## src/pkg/phy_mgmt_pkg.sv

```systemverilog
// Purpose: shared constants and types for the per-port management register bank
// Assumes: one PHY address per instance, clause-22 style management frames
// Notes:   offsets are management register numbers, not byte addresses
package phy_mgmt_pkg;

  // register numbers on the management interface
  localparam logic [4:0] ADV_OFFSET      = 5'h04;
  localparam logic [4:0] PARTNER_OFFSET  = 5'h05;
  localparam logic [4:0] DIAG_OFFSET     = 5'h1D;
  localparam logic [4:0] PHY_ADDR        = 5'h01;

  // field positions
  localparam int ADV_100FD_BIT           = 8;
  localparam int ADV_10HD_BIT            = 5;
  localparam int PAUSE_BIT               = 10;
  localparam int DIAG_START_BIT          = 15;
  localparam int DIAG_RESULT_MSB         = 14;
  localparam int DIAG_RESULT_LSB         = 13;
  localparam int DIAG_SHORT_BIT          = 12;
  localparam int DIAG_COUNT_MSB          = 8;

  // values after reset and fixed fields
  localparam logic [3:0]  ADV_RESET      = 4'hF;
  localparam logic [4:0]  SELECTOR_VALUE = 5'h01;
  localparam logic [1:0]  RESULT_NORMAL  = 2'h0;
  localparam logic [1:0]  RESULT_OPEN    = 2'h1;
  localparam logic [1:0]  RESULT_SHORT   = 2'h2;
  localparam logic [1:0]  RESULT_FAILED  = 2'h3;
  localparam logic [8:0]  COUNT_RESET    = 9'h000;

  // frame layout, counted in management clock periods
  localparam logic [5:0]  PREAMBLE_BITS  = 6'h20;
  localparam logic [5:0]  HEADER_LAST    = 6'h0C;
  localparam logic [5:0]  TURN_LAST      = 6'h01;
  localparam logic [5:0]  DATA_LAST      = 6'h0F;
  localparam logic [1:0]  OP_READ        = 2'h2;
  localparam logic [1:0]  OP_WRITE       = 2'h1;

  typedef enum logic [1:0] {ST_PREAMBLE, ST_HEADER, ST_TURN, ST_DATA} mdio_state_t;

endpackage : phy_mgmt_pkg

```

## src/pkg/mgmt_access_if.sv

```systemverilog
// Purpose: register access path between the frame engine and the register bank
// Assumes: rd_req and wr_req are one-cycle pulses, rdata is combinational
// Notes:   addr stays valid from header end to frame end
`timescale 1ns/10ps
interface mgmt_access_if;
  logic        rd_req;
  logic        wr_req;
  logic [4:0]  addr;
  logic [15:0] wdata;
  logic [15:0] rdata;

  modport engine (output rd_req, output wr_req, output addr, output wdata, input rdata);
  modport regs   (input rd_req, input wr_req, input addr, input wdata, output rdata);
endinterface : mgmt_access_if

```

## src/mdio_frame_engine.sv

```systemverilog
// Purpose: management frame receiver and read-data driver on the serial data pin
// Assumes: mdc and mdio inputs are synchronous to clock_in and much slower
// Notes:   bits are taken on each rising edge of mdc; read data changes there too
`timescale 1ns/10ps
module mdio_frame_engine (
  // clock and reset
  input  wire logic   clock_in,
  input  wire logic   rst_b_in,
  // management pins
  input  wire logic   mdc_in,
  input  wire logic   mdio_in,
  output logic        mdio_out,
  output logic        mdio_oe_out,
  // register access
  mgmt_access_if.engine bus
);

  phy_mgmt_pkg::mdio_state_t state, next_state;
  logic [5:0]  cnt,      next_cnt;
  logic [12:0] hdr,      next_hdr;
  logic [15:0] shreg,    next_shreg;
  logic        active,   next_active;
  logic        is_read,  next_is_read;
  logic        drive,    next_drive;
  logic        out_bit,  next_out_bit;
  logic        mdc_prev;
  logic        mdc_rise;
  logic [12:0] full_hdr;

  assign mdc_rise    = mdc_in & ~mdc_prev;
  assign full_hdr    = {hdr[11:0], mdio_in};
  assign bus.addr    = hdr[4:0];
  assign bus.wdata   = {shreg[14:0], mdio_in};
  assign mdio_out    = out_bit;
  assign mdio_oe_out = drive;

  always_comb begin
    next_state   = state;
    next_cnt     = cnt;
    next_hdr     = hdr;
    next_shreg   = shreg;
    next_active  = active;
    next_is_read = is_read;
    next_drive   = drive;
    next_out_bit = out_bit;
    bus.rd_req   = 1'b0;
    bus.wr_req   = 1'b0;
    if (mdc_rise) begin
      case (state)
        phy_mgmt_pkg::ST_PREAMBLE: begin
          if (mdio_in) begin
            if (cnt != phy_mgmt_pkg::PREAMBLE_BITS) next_cnt = cnt + 6'h01;
          end else if (cnt == phy_mgmt_pkg::PREAMBLE_BITS) begin
            next_cnt   = 6'h00;
            next_state = phy_mgmt_pkg::ST_HEADER;
          end else begin
            next_cnt = 6'h00;
          end
        end
        phy_mgmt_pkg::ST_HEADER: begin
          next_hdr = full_hdr;
          next_cnt = cnt + 6'h01;
          if (cnt == phy_mgmt_pkg::HEADER_LAST) begin
            next_cnt     = 6'h00;
            next_state   = phy_mgmt_pkg::ST_TURN;
            next_is_read = full_hdr[11:10] == phy_mgmt_pkg::OP_READ;
            next_active  = full_hdr[12] && full_hdr[9:5] == phy_mgmt_pkg::PHY_ADDR &&
                           (full_hdr[11:10] == phy_mgmt_pkg::OP_READ ||
                            full_hdr[11:10] == phy_mgmt_pkg::OP_WRITE);
          end
        end
        phy_mgmt_pkg::ST_TURN: begin
          next_cnt = cnt + 6'h01;
          if (cnt == 6'h00) begin
            if (active && is_read) begin
              bus.rd_req   = 1'b1;
              next_shreg   = bus.rdata;
              next_drive   = 1'b1;
              next_out_bit = 1'b0;
            end
          end else begin
            next_cnt   = 6'h00;
            next_state = phy_mgmt_pkg::ST_DATA;
            if (active && is_read) begin
              next_out_bit = shreg[15];
              next_shreg   = {shreg[14:0], 1'b0};
            end
          end
        end
        phy_mgmt_pkg::ST_DATA: begin
          next_cnt = cnt + 6'h01;
          if (active && is_read) begin
            next_out_bit = shreg[15];
            next_shreg   = {shreg[14:0], 1'b0};
          end else begin
            next_shreg = {shreg[14:0], mdio_in};
          end
          if (cnt == phy_mgmt_pkg::DATA_LAST) begin
            bus.wr_req   = active && !is_read;
            next_drive   = 1'b0;
            next_out_bit = 1'b0;
            next_cnt     = 6'h00;
            next_active  = 1'b0;
            next_state   = phy_mgmt_pkg::ST_PREAMBLE;
          end
        end
        default: begin
          next_state = phy_mgmt_pkg::ST_PREAMBLE;
          next_cnt   = 6'h00;
        end
      endcase
    end
  end

  always_ff @(posedge clock_in) begin
    if (!rst_b_in) begin
      state    <= phy_mgmt_pkg::ST_PREAMBLE;
      cnt      <= 6'h00;
      hdr      <= 13'h0000;
      shreg    <= 16'h0000;
      active   <= 1'b0;
      is_read  <= 1'b0;
      drive    <= 1'b0;
      out_bit  <= 1'b0;
      mdc_prev <= 1'b0;
    end else begin
      state    <= next_state;
      cnt      <= next_cnt;
      hdr      <= next_hdr;
      shreg    <= next_shreg;
      active   <= next_active;
      is_read  <= next_is_read;
      drive    <= next_drive;
      out_bit  <= next_out_bit;
      mdc_prev <= mdc_in;
    end
  end

endmodule : mdio_frame_engine

```

## src/phy_autoneg_cable_diag_regs.sv

```systemverilog
// Purpose: advertisement, partner ability and cable diagnostic management registers
// Assumes: negotiation engine and cable measurement engine sit outside this block
// Notes:   registers are reached only through the serial management frames
`timescale 1ns/10ps

// Operation
// - advertisement bit 8, read/write, resets to 1, offers 100 full duplex
// - advertisement bit 7, read/write, resets to 1, offers 100 half duplex
// - advertisement bit 6, read/write, resets to 1, offers 10 full duplex
// - advertisement bit 5, read/write, resets to 1, offers 10 half duplex
// - partner register bit 10 reports partner pause ability, resets to 0
// - partner register bit 8 reports partner 100 full duplex, resets to 0
// - partner register bit 7 reports partner 100 half duplex, resets to 0
// - partner register bit 6 reports partner 10 full duplex, resets to 0
// - partner register bit 5 reports partner 10 half duplex, resets to 0
// - writing 1 to diagnostic bit 15 starts a test unless one is still running; it clears when done
// - reading 0 from the start bit means results are valid; poll first
// - bits 14-13 give outcome: normal, open, short, or test failed
// - bit 12 flags a short closer than ten metres
// - bits 8-0 hold fault distance count, about 0.4 metre per step
module phy_autoneg_cable_diag_regs (
  // clock and reset
  input  wire logic        clock_in,
  input  wire logic        rst_b_in,
  // management pins
  input  wire logic        mdc_in,
  input  wire logic        mdio_in,
  output logic             mdio_out,
  output logic             mdio_oe_out,
  // negotiation engine
  input  wire logic        lcw_valid_in,
  input  wire logic [15:0] lcw_in,
  output logic      [3:0]  adv_ability_out,
  // cable measurement engine
  output logic             cable_test_start_out,
  input  wire logic        cable_test_done_in,
  input  wire logic [1:0]  cable_result_in,
  input  wire logic        cable_short_in,
  input  wire logic [8:0]  cable_count_in
);

  mgmt_access_if bus ();

  logic [3:0] adv,           next_adv;
  logic       lp_pause,      next_lp_pause;
  logic [3:0] lp_ability,    next_lp_ability;
  logic       diag_busy,     next_diag_busy;
  logic [1:0] diag_result,   next_diag_result;
  logic       diag_short,    next_diag_short;
  logic [8:0] diag_count,    next_diag_count;
  logic       start_pulse,   next_start_pulse;
  logic [15:0] adv_word;
  logic [15:0] partner_word;
  logic [15:0] diag_word;
  logic       diag_done;

  function automatic logic writes(input logic wr, input logic [4:0] a, input logic [4:0] off);
    writes = wr && (a == off);
  endfunction : writes

  mdio_frame_engine engine (
    .clock_in    (clock_in),
    .rst_b_in    (rst_b_in),
    .mdc_in      (mdc_in),
    .mdio_in     (mdio_in),
    .mdio_out    (mdio_out),
    .mdio_oe_out (mdio_oe_out),
    .bus         (bus)
  );

  // read views; unsupported and reserved bits read zero
  assign adv_word     = {7'h00, adv, phy_mgmt_pkg::SELECTOR_VALUE};
  assign partner_word = {5'h00, lp_pause, 1'b0, lp_ability,
                         phy_mgmt_pkg::SELECTOR_VALUE};
  assign diag_word    = {diag_busy, diag_result, diag_short, 3'h0, diag_count};

  always_comb begin
    case (bus.addr)
      phy_mgmt_pkg::ADV_OFFSET:     bus.rdata = adv_word;
      phy_mgmt_pkg::PARTNER_OFFSET: bus.rdata = partner_word;
      phy_mgmt_pkg::DIAG_OFFSET:    bus.rdata = diag_word;
      default:                      bus.rdata = 16'h0000;
    endcase
  end

  assign adv_ability_out      = adv;
  assign cable_test_start_out = start_pulse;
  assign diag_done            = diag_busy && cable_test_done_in;

  always_comb begin
    next_adv         = adv;
    next_lp_pause    = lp_pause;
    next_lp_ability  = lp_ability;
    next_diag_busy   = diag_busy;
    next_diag_result = diag_result;
    next_diag_short  = diag_short;
    next_diag_count  = diag_count;
    next_start_pulse = 1'b0;
    if (writes(bus.wr_req, bus.addr, phy_mgmt_pkg::ADV_OFFSET)) begin
      next_adv = bus.wdata[phy_mgmt_pkg::ADV_100FD_BIT:phy_mgmt_pkg::ADV_10HD_BIT];
    end
    if (lcw_valid_in) begin
      next_lp_pause   = lcw_in[phy_mgmt_pkg::PAUSE_BIT];
      next_lp_ability = lcw_in[phy_mgmt_pkg::ADV_100FD_BIT:phy_mgmt_pkg::ADV_10HD_BIT];
    end
    if (diag_done) begin
      next_diag_busy   = 1'b0;
      next_diag_result = cable_result_in;
      next_diag_short  = cable_short_in;
      next_diag_count  = cable_count_in;
    end
    // a new start taken in the finishing cycle wins over the self clear
    if (writes(bus.wr_req, bus.addr, phy_mgmt_pkg::DIAG_OFFSET) &&
        bus.wdata[phy_mgmt_pkg::DIAG_START_BIT] && (!diag_busy || diag_done)) begin
      next_diag_busy   = 1'b1;
      next_start_pulse = 1'b1;
    end
  end

  always_ff @(posedge clock_in) begin
    if (!rst_b_in) begin
      adv         <= phy_mgmt_pkg::ADV_RESET;
      lp_pause    <= 1'b0;
      lp_ability  <= 4'h0;
      diag_busy   <= 1'b0;
      diag_result <= phy_mgmt_pkg::RESULT_NORMAL;
      diag_short  <= 1'b0;
      diag_count  <= phy_mgmt_pkg::COUNT_RESET;
      start_pulse <= 1'b0;
    end else begin
      adv         <= next_adv;
      lp_pause    <= next_lp_pause;
      lp_ability  <= next_lp_ability;
      diag_busy   <= next_diag_busy;
      diag_result <= next_diag_result;
      diag_short  <= next_diag_short;
      diag_count  <= next_diag_count;
      start_pulse <= next_start_pulse;
    end
  end
endmodule : phy_autoneg_cable_diag_regs

```

## config.mk

```make
export PLATFORM = sky130hd
export DESIGN_NAME = phy_autoneg_cable_diag_regs
export DESIGN_NICKNAME = d
export VERILOG_FILES = /design/src/pkg/phy_mgmt_pkg.sv /design/src/pkg/mgmt_access_if.sv /design/src/mdio_frame_engine.sv /design/src/phy_autoneg_cable_diag_regs.sv
export SDC_FILE = /design/constraint.sdc
export NUM_CORES = 1
export LEC_CHECK = 0
export ABC_CLOCK_PERIOD_IN_PS = 2700
export BUFFER_PORTS_ARGS = -buffer_cell sky130_fd_sc_hd__buf_2
export CORE_UTILIZATION = 57
export DETAILED_ROUTE_END_ITERATION = 10
export PLACE_DENSITY = 0.87
export SLEW_MARGIN = 30
export SYNTH_ARGS = -nofsm -noshare
export SYNTH_HDL_FRONTEND = slang
export SYNTH_SLANG_ARGS = --single-unit
export TNS_END_PERCENT = 100
```

## constraint.sdc

```tcl
create_clock -name clock_in -period 2.7 [get_ports clock_in]
set_input_delay 0 -clock clock_in [delete_from_list [all_inputs] [get_ports clock_in]]
set_output_delay 0 -clock clock_in [all_outputs]
set_load 0.005 [all_outputs]
```

==> summary.md <==
| Metric | Value |
|---|---|
| Num CTS Buffers | 9 |
| RSZ-0062 raised after global routing | no |
| CP cell instances | inv_1, ha_1, or3b_1, or4_4, nor3_1, a21oi_1, a21oi_1 |
| Maximum vdd drop | 250 uV |
| Clk network pwr share | 38.8% |
| CP endpoint kind | flop |
| Remaining DRCs | 0 |
| Post-synthesis net count | 397 |
| Min cycle time layout | 2.20 ns |
| Max cap viols | 0 |
| Post_cts resized | 0 |
| Crit Path Class | flop to flop |
| CP top delay family | simple AND/OR/NAND/NOR gates |
| Ys flop type | dfxtp_1 |
| CTS root buf | clkbuf_8 |
| Worst path most repeated cell | a21oi_1 |
| Die area | 5570 um2 |
| GP Congestion | 0.877 |
| Sequential area share after synthesis | 42.6% |
| Antenna Nets Post-Route | 0 |
| HPWL Detailed | 4150 um |
| Status | completed |
| Synth Cell Area | 3010 um2 |
| Final WS setup | 0.496 ns |
| Final hold slack | 0.0218 ns |
| # port buffers | 29 |
| Pleak | 1.25 nW |
| Post-Route WL | 6400 um |
| CTS Sinks | 64 |
| GRT overflow | 0 |
| Proportion of layout cells with a drive suffix above 1 | 16.3% |
| Final #Nets | 438 |
| Fmax | 454 MHz |
| Fin. Hold Viols | 0 |
| Post-route cell area | 3520 um2 |
| Critical Path RT | 2.97 ns |
| Synth top area cells | dfxtp_1 43%, nand2_1 9.5%, a21boi_0 7.0% |
| Wire per inst | 13.6 um |
| Vias | 2611 |
| Clock Skews | 0.00744 ns |
| Largest net degree at the start of global routing | 45 |
| GRT Resource Usage Total | 24.3% |
| Syn avg cell area | 8.44 um2 |
| Post-synth EDFFs | 0 |
| Bufs and invs on worst path | 1 |
| Sequential Power Share | 55.2% |
| Initial antenna violation count | 0 |
| Flop2flop setup slack | 0.50 ns |
| First-pass DRT Iterations | 4 |
| Mapped Cells | 356 |
| N_diodes | 0 |
| Post-synth ARST share | 0% |
| Hold Path Class | primary input to flop |
| Worst-case clock buffer depth | 2 |
| Final setup viols | 0 |
| H-tree depth | 3 |
| Crit path max-delay cell type | or4_4 |
| Worst EP arrival | 2.48 ns |
| Worst-margin pin slew | 0.663 ns |
| Vias per cell | 5.56 |
| Fin crit share | 81.6% |
| Seq cells post-synth | 64 |
| Critical path launch point type | flop |
| Design Power | 1.73 mW |
| Post-synth top area cell | dfxtp_1 |
| Initial core utilization | 58.8% |
| Row count | 26 |
| I/O Pins | 41 |
| Power per cell area | 491 nW/um2 |
| Die Height | 74.6 um |
| Share of the synthesized area in the top cell type | 42.6% |
| Clock tree from TritonCTS | done |
| Die Width | 74.6 um |
| Switching power | 0.408 mW |
| Vias in the first global route | 2294 |
| Clock Pin Slew Worst Setup and Hold Paths | 0.07 ns |
| DRT iter0 DRCs | 155 |
| Combinational power share | 6.0% |
| Sw frac | 23.6% |
| Placed cell areas | 3180 um2 |
| Yosys warns | 0 |
| Place WS | 0.560 ns |
| Power Internal | 1.32 mW |
| Yosys cell types | 49 |
| Global-route wire length before repair | 10200 um |
| Fin. max-slew vios | 0 |
| Core ar. | 5110 um2 |
| CP max stage delay | 0.58 ns |
| Relative slew slack | 55.8% |
| Clk Latency, worst-skew pair | 0.34 ns |
| Area grow syn2layout | 17.2% |
| Max FO, Critical Path | 21 |
| Setup TNS | 0 ns |
==> sequential cells by signal (all words and copies together) (netlist names), 2 cells and up <==
register,count
engine.shreg,16
engine.hdr,12
diag_count,9
engine.cnt,6
adv_ability_out,4
lp_ability,4
diag_result,2
engine.state,2
==> per-layer routing <==
metal,up-vias,global-route usage [%],share of wire (%)
li1,1329,-,-
met1,1184,32.8,48
met2,84,37.3,44
met3,14,4.15,5.7
met4,0,13.0,2.1
met5,-,0,0
==> cell usage after synthesis, drive strengths merged (8+ instances only) <==
master and n:
mux2i 10, dfxtp 64, a31oi 11, clkbuf 16, nand3 14, nor2b 9, nor3 8, nor2 11
inv 8, a21oi 12, o21ai 20, a21boi 28, nand2 76
==> power by group through the flow <==
| stage | Combinational, mW | Clock, mW | Sequential, mW |
|---|---|---|---|
| after global placement | 0.0789 | 0 | 0.975 |
| after CTS | 0.102 | 0.676 | 0.954 |
| after floorplan | 0.0552 | 0 | 0.974 |
| after global routing | 0.113 | 0.719 | 0.954 |
| final | 0.104 | 0.671 | 0.954 |
| after detailed placement | 0.0812 | 0 | 0.976 |
==> cell type report <==
type / count / area, um2
Clock inverter: 4 / 23.8
Tap cell: 70 / 87.6
Sequential cell: 64 / 1280
Fill cell: 412 / 1590
Clock buffer: 10 / 128
Inverter: 8 / 30.0
Timing Repair Buffer: 53 / 373
Multi-Input combinational cell: 261 / 1600
==> cells by family after synthesis <==
group / Yosys count / share of synthesized area [%]
AND/OR/NAND/NOR: 147 / 24.3
flip-flops: 64 / 42.6
XOR/XNOR: 3 / 0.874
multiplexers: 16 / 5.58
buffers and inverters: 31 / 4.29
adder cells (fa/ha/maj): 7 / 2.91
AO/OA/AOI/OAI: 88 / 19.4
==> cell usage in the layout, fill, tap and decap left out, types with 2 or more instances in the layout <==
cell type and count:
nand3_1 14, a21boi_0 28, clkinv_2 3, a32oi_1 4, nor4b_1 2, mux2i_1 10
or2_2 2, nor3_1 8, and2_1 4, o21ai_0 19, a21oi_1 11, xor2_1 3
buf_4 5, buf_2 29, nor2_1 10, nor4b_2 2, o211a_1 2, nand4_1 5
clkbuf_8 9, nand2_1 76, ha_1 7, a31oi_1 11, dlygate4sd3_1 19, o22ai_1 2
mux2_2 6, dfxtp_1 64, inv_1 8, nand2b_1 4, nor2b_1 9
==> worst paths after layout <==
kind	cells after the start	end	start
setup / recovery	7	engine.shreg[7]$_SDFFE_PN0P_	engine.cnt[0]$_SDFFE_PN0P_
hold / removal	3	diag_busy$_SDFFE_PN0P_	cable_test_done_in
setup reg to reg	7	engine.shreg[7]$_SDFFE_PN0P_	engine.cnt[0]$_SDFFE_PN0P_
hold reg to reg	2	diag_result[1]$_SDFFE_PN0P_	diag_result[1]$_SDFFE_PN0P_
==> metrics by stage <==
stage | instances | utilization, %
6_report | 470 | 69.0
5_1_grt | 470 | 69.0
4_1_cts | 470 | 69.0
3_5_place_dp | 437 | 62.3
3_3_place_gp | 437 | 62.3
2_1_floorplan | 356 | -
==> worst min-delay path: stages <==
cell and delay (ns):
buf_2 0.10, nor2b_1 0.05, o21a_1 0.17
==> what timing repair did <==
item	4_1_cts	5_1_grt
setup endpoints to repair	0	0
hold buffers	19	0
buffers inserted	0	0
hold endpoints to repair	19	0
No activity file was read; power rests on OpenSTA's default activity.
